`src/hw/irq_enable_defines.svh`:
```
// offsets, field positions, reset values and timing counts of the interrupt enable bank
`ifndef IRQ_ENABLE_DEFINES_SVH
`define IRQ_ENABLE_DEFINES_SVH

`define OFS_INTERRUPT_ENABLE_CLEAR 12'h000
`define OFS_INTERRUPT_ENABLE_SET   12'h004
`define OFS_INTERRUPT_FLAG         12'h008
`define OFS_GUARD_LOCK             12'h00C

`define BIT_CRYSTAL_READY        0
`define BIT_INTERNAL_32KHZ_READY 2
`define BIT_FLL_FINE_LOCK        6
`define BIT_FLL_COARSE_LOCK      7
`define BIT_FLL_REF_STOPPED      8
`define BIT_BROWNOUT_READY       9
`define BIT_BROWNOUT_SYNC_READY  11
`define BIT_PLL_LOCK_GAINED      15
`define BIT_PLL_LOCK_TIMEOUT     17

`define ENABLE_IMPL_MASK  32'h0003_8FFF
`define ENABLE_RESET      32'h0000_0000
`define GUARD_LOCK_RESET  1'b0
`define SYNC_STAGES       2

`endif

```
`src/hw/irq_enable_pkg.sv`:
```
// types shared by the interrupt enable bank
package irq_enable_pkg;

  typedef struct packed {
    logic [11:0] addr;
    logic        write;
    logic [31:0] wdata;
    logic [3:0]  strb;
  } apb_req_t;

  typedef struct packed {
    logic [31:0] rdata;
    logic        slverr;
  } apb_rsp_t;

  typedef enum logic [1:0] {
    ACC_NONE,
    ACC_CLEAR,
    ACC_SET
  } enable_op_t;

endpackage

```
`src/hw/flag_sync.sv`:
```
// two-stage synchroniser for the source interrupt flags
`timescale 1ns/100ps
module flag_sync
  import irq_enable_pkg::*;
#(
  parameter int WIDTH = 32
)
(
  // clock and reset
  input  wire logic             clk,
  input  wire logic             arst_n,
  // flags
  input  wire logic [WIDTH-1:0] flagAsync,
  output logic      [WIDTH-1:0] flagSync
);

  logic [WIDTH-1:0] meta_ff;
  logic [WIDTH-1:0] sync_ff;

  // first stage feeds only the second
  always_ff @(posedge clk or negedge arst_n)
  begin
    if (!arst_n)
    begin
      meta_ff <= '0;
      sync_ff <= '0;
    end
    else
    begin
      meta_ff <= flagAsync;
      sync_ff <= meta_ff;
    end
  end

  assign flagSync = sync_ff;

endmodule // flag_sync

```
`src/hw/byte_merge.sv`:
```
// per-byte lane merge of a write-one mask under byte strobes
`timescale 1ns/100ps
module byte_merge
  import irq_enable_pkg::*;
(
  // request
  input  wire logic [31:0] wdata,
  input  wire logic [3:0]  strb,
  input  wire logic [31:0] implMask,
  // lane mask
  output logic      [31:0] onesMask
);

  genvar lane;
  generate
    for (lane = 0; lane < 4; lane++)
    begin : g_lane
      assign onesMask[lane*8 +: 8] = strb[lane] ? (wdata[lane*8 +: 8] & implMask[lane*8 +: 8])
                                                : 8'h00;
    end
  endgenerate

endmodule // byte_merge

```
`src/hw/sysctrl_interrupt_enable_clear.sv`:
```
// interrupt enable clear/set bank with apb slave and interrupt request
//
// Functional notes
// RQ1: accesses of 8, 16 and 32 bits are taken atomically in one cycle
// RQ2: each byte and halfword lane is written independently through pstrb
// RQ3: asynchronous source flags pass a two-flop synchroniser before use
// RQ4: the access guard lock refuses writes to protected registers with pslverr
// RQ5: enables reset to zero; the bank is write-protected (the guard lock resets to 0, so the bank starts writable)
// RQ6: writing zero to a clear bit leaves the enable unchanged
// RQ7: writing one clears the enable; read returns the enable state
// RQ8: request is high while any flag and its enable are both set
// RQ9: bit 17 pll timeout, 16 lock lost, 15 lock gained
// RQ10: bit 11 brownout sync ready, 10 detect, 9 ready
// RQ11: bit 8 fll reference stopped, bit 7 fll coarse lock
// RQ12: bits 6..0 fll fine, oob, ready, 8mhz, 32khz, xtal32k, xtal ready
// RQ13: set register at offset 0x04 shares layout; writing one sets the enable
// RQ14: bits 31..18 and 14..12 read zero and ignore writes
`timescale 1ns/100ps
`include "irq_enable_defines.svh"
module sysctrl_interrupt_enable_clear
  import irq_enable_pkg::*;
(
  // clock and reset
  input  wire logic        clk,
  input  wire logic        arst_n,
  // apb slave
  input  wire logic        psel,
  input  wire logic        penable,
  input  wire logic        pwrite,
  input  wire logic [11:0] paddr,
  input  wire logic [31:0] pwdata,
  input  wire logic [3:0]  pstrb,
  output logic      [31:0] prdata,
  output logic             pready,
  output logic             pslverr,
  // access guard
  input  wire logic        guardLock,
  // interrupt sources and request
  input  wire logic [31:0] sourceFlag,
  output logic             irq
);

  apb_req_t   req;
  apb_rsp_t   rsp_ff;
  apb_rsp_t   nxt_rsp;
  enable_op_t op;

  logic [31:0] enable_ff;
  logic [31:0] nxt_enable;
  logic [31:0] flagSync;
  logic [31:0] onesMask;
  logic [31:0] flagLive;
  logic        irq_ff;
  logic        lock_ff;
  logic        nxt_lock;

  wire logic [31:0] implMask = `ENABLE_IMPL_MASK;
  wire logic accessPhase = psel & penable;
  wire logic setupPhase  = psel & ~penable;
  wire logic hitClear    = (req.addr == `OFS_INTERRUPT_ENABLE_CLEAR);
  wire logic hitSet      = (req.addr == `OFS_INTERRUPT_ENABLE_SET);
  wire logic hitFlag     = (req.addr == `OFS_INTERRUPT_FLAG);
  wire logic hitLock     = (req.addr == `OFS_GUARD_LOCK);
  wire logic hitAny      = hitClear | hitSet | hitFlag | hitLock;
  wire logic locked      = guardLock | lock_ff;
  wire logic protHit     = hitClear | hitSet;
  wire logic wrRefused   = req.write & protHit & locked; // [RQ4]
  wire logic wrFlag      = req.write & hitFlag;
  wire logic wrOk        = setupPhase & req.write & hitAny & ~wrRefused & ~wrFlag;

  assign req.addr  = paddr;
  assign req.write = pwrite;
  assign req.wdata = pwdata;
  assign req.strb  = pwrite ? pstrb : 4'h0;

  // source flags cross into the bus clock domain
  flag_sync #(
    .WIDTH (32)
  ) u_flag_sync (
    .clk       (clk),
    .arst_n    (arst_n),
    .flagAsync (sourceFlag),
    .flagSync  (flagSync)
  ); // [RQ3]

  // only implemented bits of enabled byte lanes are written
  byte_merge u_byte_merge (
    .wdata    (req.wdata),
    .strb     (req.strb),
    .implMask (`ENABLE_IMPL_MASK),
    .onesMask (onesMask)
  ); // [RQ1] [RQ2] [RQ14]

  assign op = !wrOk   ? ACC_NONE  :
              hitClear ? ACC_CLEAR :
              hitSet   ? ACC_SET   : ACC_NONE;

  // zeros leave enables alone, ones clear or set them
  always_comb
  begin
    nxt_enable = enable_ff;
    case (op)
      ACC_CLEAR: nxt_enable = enable_ff & ~onesMask; // [RQ6] [RQ7]
      ACC_SET:   nxt_enable = enable_ff | onesMask;  // [RQ13]
      default:   nxt_enable = enable_ff;
    endcase
  end

  // lock bit lives in byte lane 0, write-once until reset
  assign nxt_lock = lock_ff | (wrOk & hitLock & req.strb[0] & req.wdata[0]); // [RQ4]

  assign flagLive = flagSync & `ENABLE_IMPL_MASK;

  // read data and error answer, registered for the access phase
  always_comb
  begin
    nxt_rsp.rdata  = 32'h0000_0000;
    nxt_rsp.slverr = 1'b0;
    if (setupPhase)
    begin
      if (hitClear || hitSet)
      begin
        nxt_rsp.rdata = enable_ff & `ENABLE_IMPL_MASK; // [RQ7] [RQ14]
      end
      else if (hitFlag)
      begin
        nxt_rsp.rdata = flagLive;
      end
      else if (hitLock)
      begin
        nxt_rsp.rdata = {31'h0000_0000, locked};
      end
      nxt_rsp.slverr = ~hitAny | wrRefused | wrFlag;
    end
  end

  always_ff @(posedge clk or negedge arst_n)
  begin
    if (!arst_n)
    begin
      enable_ff <= `ENABLE_RESET; // [RQ5]
      lock_ff   <= `GUARD_LOCK_RESET;
      rsp_ff    <= '0;
      irq_ff    <= 1'b0;
    end
    else
    begin
      enable_ff <= nxt_enable & `ENABLE_IMPL_MASK;
      lock_ff   <= nxt_lock;
      rsp_ff    <= nxt_rsp;
      irq_ff    <= |(flagLive & enable_ff); // [RQ8]
    end
  end

  // every access completes in its first access cycle
  assign pready  = accessPhase;
  assign prdata  = rsp_ff.rdata;
  assign pslverr = accessPhase & rsp_ff.slverr;
  assign irq     = irq_ff;

  // bit positions of named sources stay within the implemented mask
  a_layout_pll: assert property (@(posedge clk) disable iff (!arst_n)
    implMask[`BIT_PLL_LOCK_TIMEOUT] && implMask[`BIT_PLL_LOCK_GAINED])
    else $error("pll enable bits missing"); // [RQ9]

  a_layout_brownout: assert property (@(posedge clk) disable iff (!arst_n)
    implMask[`BIT_BROWNOUT_SYNC_READY] && implMask[`BIT_BROWNOUT_READY])
    else $error("brownout enable bits missing"); // [RQ10]

  a_layout_fll: assert property (@(posedge clk) disable iff (!arst_n)
    implMask[`BIT_FLL_REF_STOPPED] && implMask[`BIT_FLL_COARSE_LOCK]
    && implMask[`BIT_FLL_FINE_LOCK])
    else $error("fll enable bits missing"); // [RQ11]

  a_layout_osc: assert property (@(posedge clk) disable iff (!arst_n)
    implMask[`BIT_CRYSTAL_READY] && implMask[`BIT_INTERNAL_32KHZ_READY])
    else $error("oscillator enable bits missing"); // [RQ12]

  a_reserved_zero: assert property (@(posedge clk) disable iff (!arst_n)
    (enable_ff & ~`ENABLE_IMPL_MASK) == 32'h0000_0000)
    else $error("reserved enable bit set"); // [RQ14]

  a_clear_ones: assert property (@(posedge clk) disable iff (!arst_n)
    (setupPhase && pwrite && hitClear && !locked)
    |=> ((enable_ff & $past(onesMask)) == 32'h0000_0000))
    else $error("clear write left an enable set"); // [RQ7]

  a_clear_zeros: assert property (@(posedge clk) disable iff (!arst_n)
    (setupPhase && pwrite && hitClear)
    |=> ((enable_ff & ~$past(onesMask)) == ($past(enable_ff) & ~$past(onesMask))))
    else $error("clear write changed an unselected enable"); // [RQ6] [RQ2]

  a_set_ones: assert property (@(posedge clk) disable iff (!arst_n)
    (setupPhase && pwrite && hitSet && !locked)
    |=> ((enable_ff & $past(onesMask)) == $past(onesMask)))
    else $error("set write did not enable"); // [RQ13]

  a_guard_blocks: assert property (@(posedge clk) disable iff (!arst_n)
    (setupPhase && pwrite && protHit && locked)
    |=> ($stable(enable_ff) && pslverr && pready))
    else $error("locked write was accepted"); // [RQ4] [RQ5]

  a_irq_follows: assert property (@(posedge clk) disable iff (!arst_n)
    ##1 (irq == |($past(flagLive) & $past(enable_ff))))
    else $error("interrupt request does not follow flags and enables"); // [RQ8]

  a_sync_delay: assert property (@(posedge clk) disable iff (!arst_n)
    ##3 (flagSync == $past(sourceFlag, 2)))
    else $error("flag synchroniser latency wrong"); // [RQ3]

  a_single_access: assert property (@(posedge clk) disable iff (!arst_n)
    setupPhase |=> (penable ? pready : 1'b1))
    else $error("access not completed in one cycle"); // [RQ1]

endmodule // sysctrl_interrupt_enable_clear

```
`config.mk`:
```
export PLATFORM = sky130hd
export DESIGN_NAME = sysctrl_interrupt_enable_clear
export DESIGN_NICKNAME = d
export VERILOG_FILES = /design/src/hw/irq_enable_pkg.sv /design/src/hw/flag_sync.sv /design/src/hw/byte_merge.sv /design/src/hw/sysctrl_interrupt_enable_clear.sv
export VERILOG_INCLUDE_DIRS = /design/src /design/src/hw
export SDC_FILE = /design/constraint.sdc
export NUM_CORES = 1
export LEC_CHECK = 0
export BUFFER_PORTS_ARGS = -buffer_cell sky130_fd_sc_hd__buf_2
export CAP_MARGIN = 10
export CORE_UTILIZATION = 46
export DETAILED_ROUTE_END_ITERATION = 16
export PLACE_DENSITY_LB_ADDON = 0.1
export SLEW_MARGIN = 25
export SYNTH_ARGS = -nofsm -noshare
export SYNTH_HDL_FRONTEND = slang
export SYNTH_SLANG_ARGS = --single-unit
```
`constraint.sdc`:
```
create_clock -name clk -period 2.52 [get_ports clk]
set_clock_uncertainty 0.2 [all_clocks]
set_input_delay 0.126 -clock clk [delete_from_list [all_inputs] [get_ports clk]]
set_output_delay 0.126 -clock clk [all_outputs]
set_load 0.01 [all_outputs]
```
* Yosys cells after proc, flatten, opt, wreduce, memory -nomap -nowiden *
Cells that the tools add are included.

word-level totals
  output and inout port bits = 35
  register bits after elaboration = 86
  bits of input ports = 86
  word-level logic and storage cells = 56

cells by class
  equal/unequal tests = 5
  multiplexer cells = 12
  bitwise gates (word level) = 28
  reduce and logical (&&, ||, !) cells = 4

operator list
  operator               number
  $and A18 B18 Y18       2
  $mux W18               2
  $pmux W18 S2           1
  $mux W33               1
  $reduce_or A32 Y1      1
  $eq A12 B4 Y1 const B  2
  $not A18 Y18           1
  $or A18 B18 Y18        1
  $mux W8                2
  $and A1 B1 Y1          13
  $eq A12 B3 Y1 const B  1
  $logic_not A12 Y1      1
  $mux W2                4
  $or A1 B1 Y1           7
  $not A1 Y1             4
  $mux W3                1
  $eq A2 B1 Y1 const B   1
  $eq A2 B2 Y1 const B   1
  $reduce_bool A2 Y1     1
  $logic_or A1 B1 Y1     1
  $mux W1                1

* Logic depth before layout (Yosys ltp) *
Gate-level depths: netlist (run 1).

  depth after elaboration = 11
  depth in mapped cells = 8
  depth with buffers taken out = 7

* Cells and area by module *
From an unflattened synthesis (run 1), not the netlist that was laid out.

unflattened totals
  cells, all modules = 289
  area, all modules = 3652.3 um^2

modules (own cells, without submodules)
  module                          area each (um^2)  seq. area each (um^2)  times used  cells an instance
  sysctrl_interrupt_enable_clear  1850.5            825.8                  1           193
  flag_sync                       1601.5            1601.5                 1           64
  byte_merge                      200.2             0.0                    1           32

* Worst setup path before layout (run 1) *
Ideal clock, no wire load.

  path type = register to register
  start = register lock_ff
  end = register (tool-made name)
  data arrival time = 1.980 ns
  clock period less this slack = 2.308 ns
  path buffers = 1
  required time = 2.193 ns
  setup slack = 0.212 ns
  setup time = 0.127 ns
  cell stages (with the launch flop) = 9
  cells stage by stage = dfrtp_1 > nor3_1 > nand3_1 > or3_1 > ha_1 > and3b_1 > buf_2 > nand2_1 > mux2_1

RTL lines
  item                    line                                   source
  start, declared         sysctrl_interrupt_enable_clear.sv:54   logic lock_ff;
  start signal, assigned  sysctrl_interrupt_enable_clear.sv:142  lock_ff <= `GUARD_LOCK_RESET;
  start signal, assigned  sysctrl_interrupt_enable_clear.sv:149  lock_ff <= nxt_lock;

==> results by group, run 1 <==
Floorplan
  • Die span in y: 76.7 µm
  • DIE AREA: between 5000 and 6000 µm²
  • Die Wd: 76.7 µm
  • CORE AREA: 5240 µm²
  • Num rows: 26
  • Initial core utilization: 0.491
  • # IOs: ~120

Routing
  • Final WL: 4670 µm
  • Post-DR wirelength/cell: 12.7 µm
  • Remaining antenna violation count after routing: 0
  • DR vias: 1720
  • Drt pass-1 iters: 4
  • Number of DRC markers in iteration 0: roughly 110
  • Remaining DRCs: 0
  • Via/cell ratio: 4.69

Placed design
  • Gpl congestion: 0.791
  • I/O Buffers: 68
  • Hpwl dp: ~3100 µm
  • Pre-CTS setup slack: 0.0352 ns
  • Cell area after placement: around 2800 µm²

Setup path
  • Worst setup EP type: flop
  • Critical R2R Launch: lock_ff
  • CP startpoint kind: flop
  • FF-to-FF setup slack: between 0.06 and 0.07 ns
  • Crit Path Category: reg2reg
  • Crit-path max FO: 7
  • FF-to-FF path depth: 8
  • Arr. time, crit path: 2.46 ns
  • CP Data Required Time: 2.53 ns

Synth
  • Synth warn: 0
  • Synth area leaders: dfrtp_1 61%, buf_4 9.3%, a22oi_1 5.3%
  • Count of cell types in the netlist: 35
  • Ys flop type: dfrtp_1
  • Post-synth EDFFs: 0
  • Mapped cell area: 2570 µm²
  • Post-synthesis register bit count: 63
  • Count leader, synth: dfrtp_1
  • Seq/Total Area, Yosys: 0.613
  • Synth cell count leaders: 63 x dfrtp_1, 32 x buf_4, 18 x a22oi_1, 14 x nand2_1, 12 x mux2_1
  • Share of the synthesized area in the top cell type: 0.613
  • Post-synth ARST share: 1.00
  • Mapped Avg Cell Area: 13.0 µm²
  • Synth Instances: around 200
  • Yosys top cell by area: dfrtp_1

Worst hold path
  • Hold Crit Start: pwrite
  • Worst Hold End: rsp_ff[0]
  • WHS Path Cells: 4
  • Hold Crit Class: in2reg

CTS
  • Clock sink count: 63
  • Max Buffers Root-to-Sink: 2
  • Clk root buf: clkbuf_8
  • H-tree depth: 3
  • Clk_lat worst skew: 0.32 ns
  • CTS tree: yes
  • Setup Buffers After CTS: 0
  • Clock-pin slew on the worst setup and hold paths: 0.06 ns
  • CTS Buf Count: 9

Final layout
  • Syn-to-layout area delta: 32.6%
  • Design area: 3410 µm²
  • Share of layout cells above drive strength 1: 0.357
  • Fillers: 409
  • Diode count: 0
  • Number of nets in the layout: 380

GRT
  • Gr usage total: 0.171
  • First-pass GRT wire length: 7550 µm
  • Vias in the first global route: 1631
  • Antenna violations before repair: 0
  • Pin count of the biggest net entering global routing: 37
  • GR Overflow Total: 0

Pwr
  • Leakage power: 1.66 nW
  • Clock network fraction of total power: 0.438
  • Max IR drop VDD: 0.353 mV
  • Switch Pwr: ~430 µW
  • Int Pwr: 1.69 mW
  • Seq pwr share: 0.495
  • Comb pwr share: 0.067
  • P per Cell Area: about 620 nW/µm²
  • Sw frac: 0.204

STA
  • # setup viols final: 0
  • Post-route setup slack: 0.0668 ns
  • Slew HR: 0.591
  • Hold Violations, Final: 0
  • Period utilization: 0.974
  • Fmax: 0.408 GHz
  • Final Max Tran Viols: 0
  • Hold WS: 0.0116 ns
  • Worst Max-Slew Pin Slew: 0.614 ns
  • Min cycle time layout: 2.45 ns

Status
  • Status: complete, no violations

Run
  • Max_cap viols: 0
cells in the final DEF (no fill, tap or decap), types with 2 or more instances in the layout:
cell | Yosys | layout
a22oi_1 | 18 | 18
mux2_2 | 3 | 3
and3b_1 | 3 | 2
nand4_1 | 2 | 2
and3_1 | 3 | 3
clkbuf_8 | 0 | 10
bufinv_16 | 0 | 2
nor4_4 | 2 | 2
nand2_1 | 14 | 14
buf_2 | 4 | 68
nor2_1 | 5 | 5
nor2b_1 | 2 | 2
dfrtp_1 | 63 | 63
nor2_2 | 10 | 10
buf_4 | 32 | 3
conb_1 | 1 | 17
clkinv_2 | 0 | 2
dlygate4sd3_1 | 0 | 34
mux2_1 | 12 | 12
inv_1 | 3 | 3
area by class of cell:
| type | instances | area [µm²] | area share |
|---|---|---|---|
| Clock inverter | 4 | 70.1 | 0.0206 |
| Inverter | 3 | 11.3 | 0.00331 |
| Tap cell | 70 | 87.6 | 0.0257 |
| Sequential cell | 63 | 1580 | 0.463 |
| Timing Repair Buffer | 106 | 723 | 0.212 |
| Multi-Input combinational cell | 110 | 797 | 0.234 |
| Clock buffer | 11 | 141 | 0.0415 |
timing repair:
| action | in CTS | in global routing |
|---|---|---|
| endpoints found under the hold margin | 59 | 0 |
| setup endpoints to repair | 0 | 12 |
| resized for setup | 0 | 3 |
| hold buffers | 34 | 0 |
kinds of logic (layout without fill, tap and decap cells):
logic type | count (synthesis) | after routing | synth area share
buffers and inverters | 40 | 124 | 0.107
muxes | 15 | 15 | 0.0657
DFF | 63 | 63 | 0.613
other | 1 | 17 | 0.00146
and+or+nand+nor | 51 | 51 | 0.128
AOI/OAI and AO/OA | 26 | 26 | 0.0794
adders and majority gates | 1 | 1 | 0.00487
power groups by stage:
stage	Sequential, mW	Clock [mW]	Combinational [mW]
2_1_floorplan	1.06	0	0.0498
3_3_place_gp	1.07	0	0.104
3_5_place_dp	1.07	0	0.105
4_1_cts	1.05	0.948	0.143
5_1_grt	1.05	1.01	0.156
6_report	1.05	0.927	0.142
worst max-delay path by stage:
stage	start	end	slack, ns	cells after the start
2_1_floorplan	lock_ff	flop	0.21	8
3_3_place_gp	lock_ff	flop	0.06	8
3_5_place_dp	lock_ff	flop	0.04	7
4_1_cts	lock_ff	flop	0.005	7
5_1_grt	lock_ff	flop	-0.01	8
6_report	lock_ff	flop	0.07	8
layer usage:
layer  vias to the layer above  routed length [µm]  global-route usage  share of wire
met5                         -                   0                   0              0
met4                         0                  85               0.102          0.018
met3                         8                 310              0.0488          0.066
met2                        76                2180               0.262           0.47
met1                       811                2100               0.216           0.45
li1                        825                   -                   -              -
critical path, stage by stage, from the launching register on:
cell     delay (ns)
dfrtp_1        0.40
nor3_2         0.20
nand3_1        0.13
or3_1          0.37
ha_4           0.30
and3b_1        0.18
buf_4          0.16
nand2_1        0.08
mux2_1         0.32
stage by stage:
| stage | total power, mW | TNS [ns] | util | instances |
|---|---|---|---|---|
| 3_3_place_gp | 1.17 | 0 | 0.542 | 318 |
| 2_1_floorplan | 1.11 | 0 | - | 213 |
| 5_1_grt | 2.21 | -0.0511 | 0.651 | 367 |
| 4_1_cts | 2.14 | 0 | 0.647 | 367 |
| 6_report | 2.12 | 0 | 0.651 | 367 |
| 3_5_place_dp | 1.17 | 0 | 0.542 | 318 |
Power figures use the tool's default switching activity.
==> inputs of run 2 (changes only) <==
Settings changed: CORE_ASPECT_RATIO set to 0.9.
==> results by group, run 2 (synthesized netlist as in run 1, its figures left out) <==
Placed design
  • Placed insts: 318
  • I/O Buffers: 68
  • Gpl congestion: around 0.8
  • Hpwl dp: 3040 µm
  • Cell area after placement: 2840 µm²

Routing
  • Via/cell ratio: between 4 and 5
  • Number of DRC markers in iteration 0: 126
  • Drt pass-1 iters: 5
  • DR vias: ~1700
  • Post-DR wirelength/cell: 12.9 µm
  • Remaining DRCs: 0
  • Remaining antenna violation count after routing: 0
  • Final WL: 4730 µm

Floorplan
  • Die Wd: 80.8 µm
  • # IOs: 121
  • Initial core utilization: 0.483
  • Num rows: 25
  • Die span in y: roughly 73 µm
  • DIE AREA: ~5900 µm²
  • CORE AREA: 5320 µm²

Pwr
  • Leakage power: 1.66 nW
  • Int Pwr: 1.59 mW
  • Clock network fraction of total power: 0.414
  • Seq pwr share: 0.515
  • Switch Pwr: 444 µW
  • Sw frac: 0.219
  • Comb pwr share: 0.071
  • Max IR drop VDD: about 0.59 mV
  • P per Cell Area: between 500 and 600 nW/µm²
  • Pwr Total: slightly above 2 mW

CTS
  • H-tree depth: 3
  • Setup Buffers After CTS: 0
  • Clock sink count: 63
  • CTS Buf Count: 9
  • Clock-pin slew on the worst setup and hold paths: 0.07 ns
  • Clk_lat worst skew: 0.33 ns
  • Max Buffers Root-to-Sink: 2
  • Clk root buf: clkbuf_8
  • CTS tree: yes

Final layout
  • Commonest cells after routing, fill and taps aside: 68 x buf_2, 63 x dfrtp_1, 33 x dlygate4sd3_1
  • Most common cell after layout, fill and taps aside: buf_2
  • Multi-input logic area: 798 µm²
  • Fin cells: around 370
  • Design area: 3390 µm²
  • Share of layout cells above drive strength 1: 0.370
  • Register area: 1580 µm²
  • Diode count: 0
  • Core occupancy in the finished layout: 0.638
  • Number of nets in the layout: 382
  • Fillers: 433
  • Syn-to-layout area delta: 31.9%

Setup path
  • Buf/Inv on CP: 3
  • Slowest stage delay, CP: about 0.53 ns
  • CP Data Required Time: 2.53 ns
  • CP max-delay cell: dlygate4sd3_1
  • Crit Path Category: in2reg
  • CP cell instances: dlygate4sd3_1 > buf_2 > nor2b_2 > nand3_1 > or3_1 > ha_4 > and3b_1 > buf_4 > nand2_1 > mux2_1
  • Worst setup EP type: flop
  • Crit-path max FO: 6
  • Arr. time, crit path: 2.44 ns
  • CP delay by family, top: buffers and inverters
  • CP startpoint kind: input pin

GRT
  • First-pass GRT wire length: 7600 µm
  • GR Overflow Total: 0
  • Gr usage total: 0.182
  • Vias in the first global route: around 1600
  • Pin count of the biggest net entering global routing: 64
  • Antenna violations before repair: 0

Worst hold path
  • Hold Crit Class: in2reg

STA
  • Setup tns final: 0 ns
  • Fmax: 0.411 GHz
  • Period utilization: 0.965
  • RSZ-0062 raised after global routing: false
  • Slew HR: 0.500
  • # setup viols final: 0
  • Final Max Tran Viols: 0
  • Min cycle time layout: 2.43 ns
  • Worst Max-Slew Pin Slew: 0.750 ns
  • Hold Violations, Final: 0

Status
  • Status: complete, no violations

Run
  • Max_cap viols: 0
-- run 2: changes by cell type in the layout (fill, tap and decap cells not counted), sizes merged --
cell / delta
buf: +3
clkinv: +1
bufinv: -1
clkbuf: -1
dlygate4sd3: -1
clkinvlp: +2
-- run 2: area by class of cell --
type / instances / share of cell area
clock buffers: 10 / 0.0406
repair buffers: 108 / 0.213
well taps: 67 / 0.0247
inverters: 3 / 0.00332
clock inverters: 6 / 0.0177
multi-input cells: 110 / 0.235
flip-flops and latches: 63 / 0.465
-- run 2: final timing paths --
| kind | startpoint | to | slack (ns) | cells after the start |
|---|---|---|---|---|
| max | penable | flop | 0.09 | 10 |
| min | paddr[10] | lock_ff | 0.02 | 5 |
| max reg2reg | lock_ff | flop | 0.15 | 8 |
| min reg2reg | u_flag_sync.meta_ff[5] | u_flag_sync.flagSync[5] | 0.15 | 0 |
| max in group asynchronous | arst_n | asynchronous set/reset pin | 1.34 | 3 |
| min in group asynchronous | arst_n | irq | 0.28 | 3 |
-- run 2: power groups by stage --
stage	Clock, mW	Sequential, mW	Combinational (mW)
3_5_place_dp	0	1.07	0.104
2_1_floorplan	0	1.06	0.0498
6_report	0.841	1.05	0.144
3_3_place_gp	0	1.07	0.104
4_1_cts	0.867	1.05	0.142
5_1_grt	0.910	1.05	0.160
-- run 2: stage by stage --
| stage | hold slack (ns) | setup slack [ns] |
|---|---|---|
| 2_1_floorplan | -0.370 | 0.212 |
| 3_3_place_gp | 0.0336 | 0.0553 |
| 3_5_place_dp | 0.0353 | 0.0334 |
| 4_1_cts | 0.00667 | 0.0142 |
| 5_1_grt | 0.0268 | 0.00165 |
| 6_report | 0.0234 | 0.0884 |
-- run 2: worst reg2reg max path, cell delays in order (launching register included) --
cell	delay, ns
dfrtp_1	0.40
nor3_2	0.14
nand3_1	0.11
or3_1	0.36
ha_4	0.30
and3b_1	0.18
buf_4	0.16
nand2_1	0.08
mux2_1	0.32
-- run 2: timing repair --
item,4_1_cts,5_1_grt
hold endpoints to repair,95,0
endpoints found under the setup margin,0,11
hold buffers,33,0
gates resized for setup,0,3
-- run 2: routing by layer --
metal | GRT usage | up-vias | wire, µm
li1 | - | 829 | -
met1 | 0.237 | 825 | 2090
met5 | 0 | - | 0
met3 | 0.0575 | 14 | 298
met2 | 0.273 | 81 | 2210
met4 | 0.0952 | 0 | 128
==> inputs of run 3 (changes only) <==
--- a/config.mk
+++ b/config.mk
@@ -11,3 +11,4 @@
 export CORE_ASPECT_RATIO = 0.9
-export CORE_UTILIZATION = 46
+export CORE_UTILIZATION = 48
+export CTS_BUF_LIST = sky130_fd_sc_hd__clkbuf_2
 export DETAILED_ROUTE_END_ITERATION = 16
==> constraint.sdc (replaced) <==
create_clock -name clk -period 2.52 [get_ports clk]
set_clock_uncertainty 0.2 [all_clocks]
set_input_delay 0.252 -clock clk [delete_from_list [all_inputs] [get_ports clk]]
set_output_delay 0.252 -clock clk [all_outputs]
set_load 0.01 [all_outputs]
==> results by group, run 3 (synthesized netlist as in run 1, its figures left out) <==
GRT
  • Pin count of the biggest net entering global routing: 47
  • First-pass GRT wire length: about 8000 µm
  • GR Overflow Total: 0
  • Gr usage total: 0.196
  • Vias in the first global route: 1752
  • Antenna violations before repair: 0

Setup path
  • Worst setup EP type: flop
  • CP startpoint kind: input pin
  • Crit-path max FO: 7
  • FF-to-FF setup slack: 0.19 ns
  • Arr. time, crit path: 2.52 ns
  • Critical R2R Launch: lock_ff
  • FF-to-FF path depth: 7
  • Worst setup path start: penable
  • CP Data Required Time: 2.68 ns
  • Crit Path Category: in2reg

CTS
  • Clock-pin slew on the worst setup and hold paths: 0.16 ns
  • Clock sink count: 63
  • Max Buffers Root-to-Sink: 2
  • Clk root buf: clkbuf_2
  • CTS tree: yes
  • H-tree depth: 3
  • Clk_lat worst skew: 0.47 ns
  • CTS Buf Count: 9

Placed design
  • Placed insts: 320
  • Pre-CTS setup slack: -0.103 ns
  • Gpl congestion: 0.778
  • I/O Buffers: slightly below 70
  • Hpwl dp: between 3000 and 4000 µm
  • Cell area after placement: 2870 µm²

Final layout
  • Most common cell after layout, fill and taps aside: buf_2
  • Commonest cells after routing, fill and taps aside: 68 x buf_2, 63 x dfrtp_1, 37 x dlygate4sd3_1
  • Diode count: 0
  • Syn-to-layout area delta: 31.3%
  • Register area: 1580 µm²
  • Multi-input logic area: between 800 and 900 µm²
  • Number of nets in the layout: 390
  • Fin cells: between 300 and 400
  • Fillers: around 400
  • Share of layout cells above drive strength 1: 0.370
  • Design area: about 3400 µm²

Floorplan
  • CORE AREA: ~5000 µm²
  • Die span in y: 71.4 µm
  • DIE AREA: around 5700 µm²
  • Num rows: 24
  • # IOs: between 100 and 150
  • Die Wd: about 79 µm
  • Initial core utilization: 0.516

Pwr
  • Seq pwr share: 0.596
  • Clock network fraction of total power: 0.318
  • Max IR drop VDD: between 0.4 and 0.5 mV
  • Comb pwr share: 0.086
  • Switch Pwr: 420 µW
  • Sw frac: 0.239
  • Int Pwr: between 1 and 1.5 mW
  • Leakage power: 1.66 nW
  • P per Cell Area: 521 nW/µm²

Routing
  • Remaining DRCs: 0
  • Drt pass-1 iters: 4
  • Post-DR wirelength/cell: 12.6 µm
  • Number of DRC markers in iteration 0: 77
  • Final WL: 4710 µm
  • Via/cell ratio: 4.71
  • DR vias: 1756
  • Remaining antenna violation count after routing: 0

STA
  • # setup viols final: 0
  • Post-route setup slack: 0.162 ns
  • RSZ-0062 raised after global routing: false
  • Period utilization: 0.936
  • Worst Max-Slew Pin Slew: 0.547 ns
  • Hold Violations, Final: 0
  • Fmax: 0.424 GHz
  • Slew HR: 0.635
  • Min cycle time layout: 2.36 ns
  • Final Max Tran Viols: 0

Worst hold path
  • Hold Crit Class: in2reg

Run
  • Max_cap viols: 0

Status
  • Status: complete, no violations
-- run 3: cell count changes in the layout (fill, tap and decap cells not counted), sizes merged --
cell         delta
clkbuf          -1
dlygate4sd3     +4
clkinvlp        -1
buf             +4
clkinv          +2
-- run 3: power by group through the flow --
stage	combinational, mW	sequential [mW]	clock, mW
3_5_place_dp	0.107	1.07	0
6_report	0.151	1.05	0.559
3_3_place_gp	0.107	1.07	0
5_1_grt	0.167	1.05	0.638
4_1_cts	0.149	1.05	0.585
2_1_floorplan	0.0498	1.06	0
-- run 3: worst max-delay path, cell delays in order --
cell and delay, ns:
dlygate4sd3_1 0.54, buf_2 0.14, nor2b_1 0.14, nand3_1 0.11, or3_1 0.36, ha_4 0.29
and3b_2 0.26, nand2_1 0.10, mux2_1 0.33
-- run 3: timing repair --
action                                  4_1_cts  5_1_grt
hold endpoints to repair                     77        0
pin swaps                                     0        1
gates cloned                                  0        0
resized for setup                             1        3
hold buffers                                 37        0
endpoints found under the setup margin        7       12
buffers inserted                              0        0
-- run 3: worst min-delay path by stage --
stage	depth (start not counted)	slack, ns	to	start
3_3_place_gp	0	0.13	u_flag_sync.flagSync[3]	u_flag_sync.meta_ff[3]
3_5_place_dp	0	0.13	u_flag_sync.flagSync[17]	u_flag_sync.meta_ff[17]
5_1_grt	4	0.01	flop	pstrb[2]
6_report	4	0.08	flop	pstrb[2]
4_1_cts	4	0.02	flop	pstrb[2]
2_1_floorplan	0	-0.24	asynchronous set/reset pin	arst_n
-- run 3: area by class of cell --
class / count / share of cell area
clock buffers: 9 / 0.0134
clock inverters: 7 / 0.0189
inverters: 3 / 0.00334
multi-input cells: 110 / 0.238
flip-flops and latches: 63 / 0.467
well taps: 65 / 0.0241
repair buffers: 116 / 0.235
-- run 3: per-layer routing --
| layer | track usage | vias to the layer above | share of wire |
|---|---|---|---|
| met2 | 0.287 | 86 | 0.46 |
| li1 | - | 849 | - |
| met5 | 0 | - | 0 |
| met4 | 0.0869 | 0 | 0.018 |
| met1 | 0.251 | 813 | 0.44 |
| met3 | 0.0904 | 8 | 0.079 |
-- run 3: per-stage QoR --
| step | utilization | total power, mW | hold WS (ns) | setup TNS, ns |
|---|---|---|---|---|
| final | 0.677 | 1.76 | 0.0750 | 0 |
| after global routing | 0.677 | 1.86 | 0.0101 | 0 |
| after floorplan | - | 1.11 | -0.244 | 0 |
| after detailed placement | 0.576 | 1.17 | 0.135 | -0.728 |
| after global placement | 0.576 | 1.17 | 0.135 | -0.468 |
| after CTS | 0.672 | 1.78 | 0.0228 | 0 |
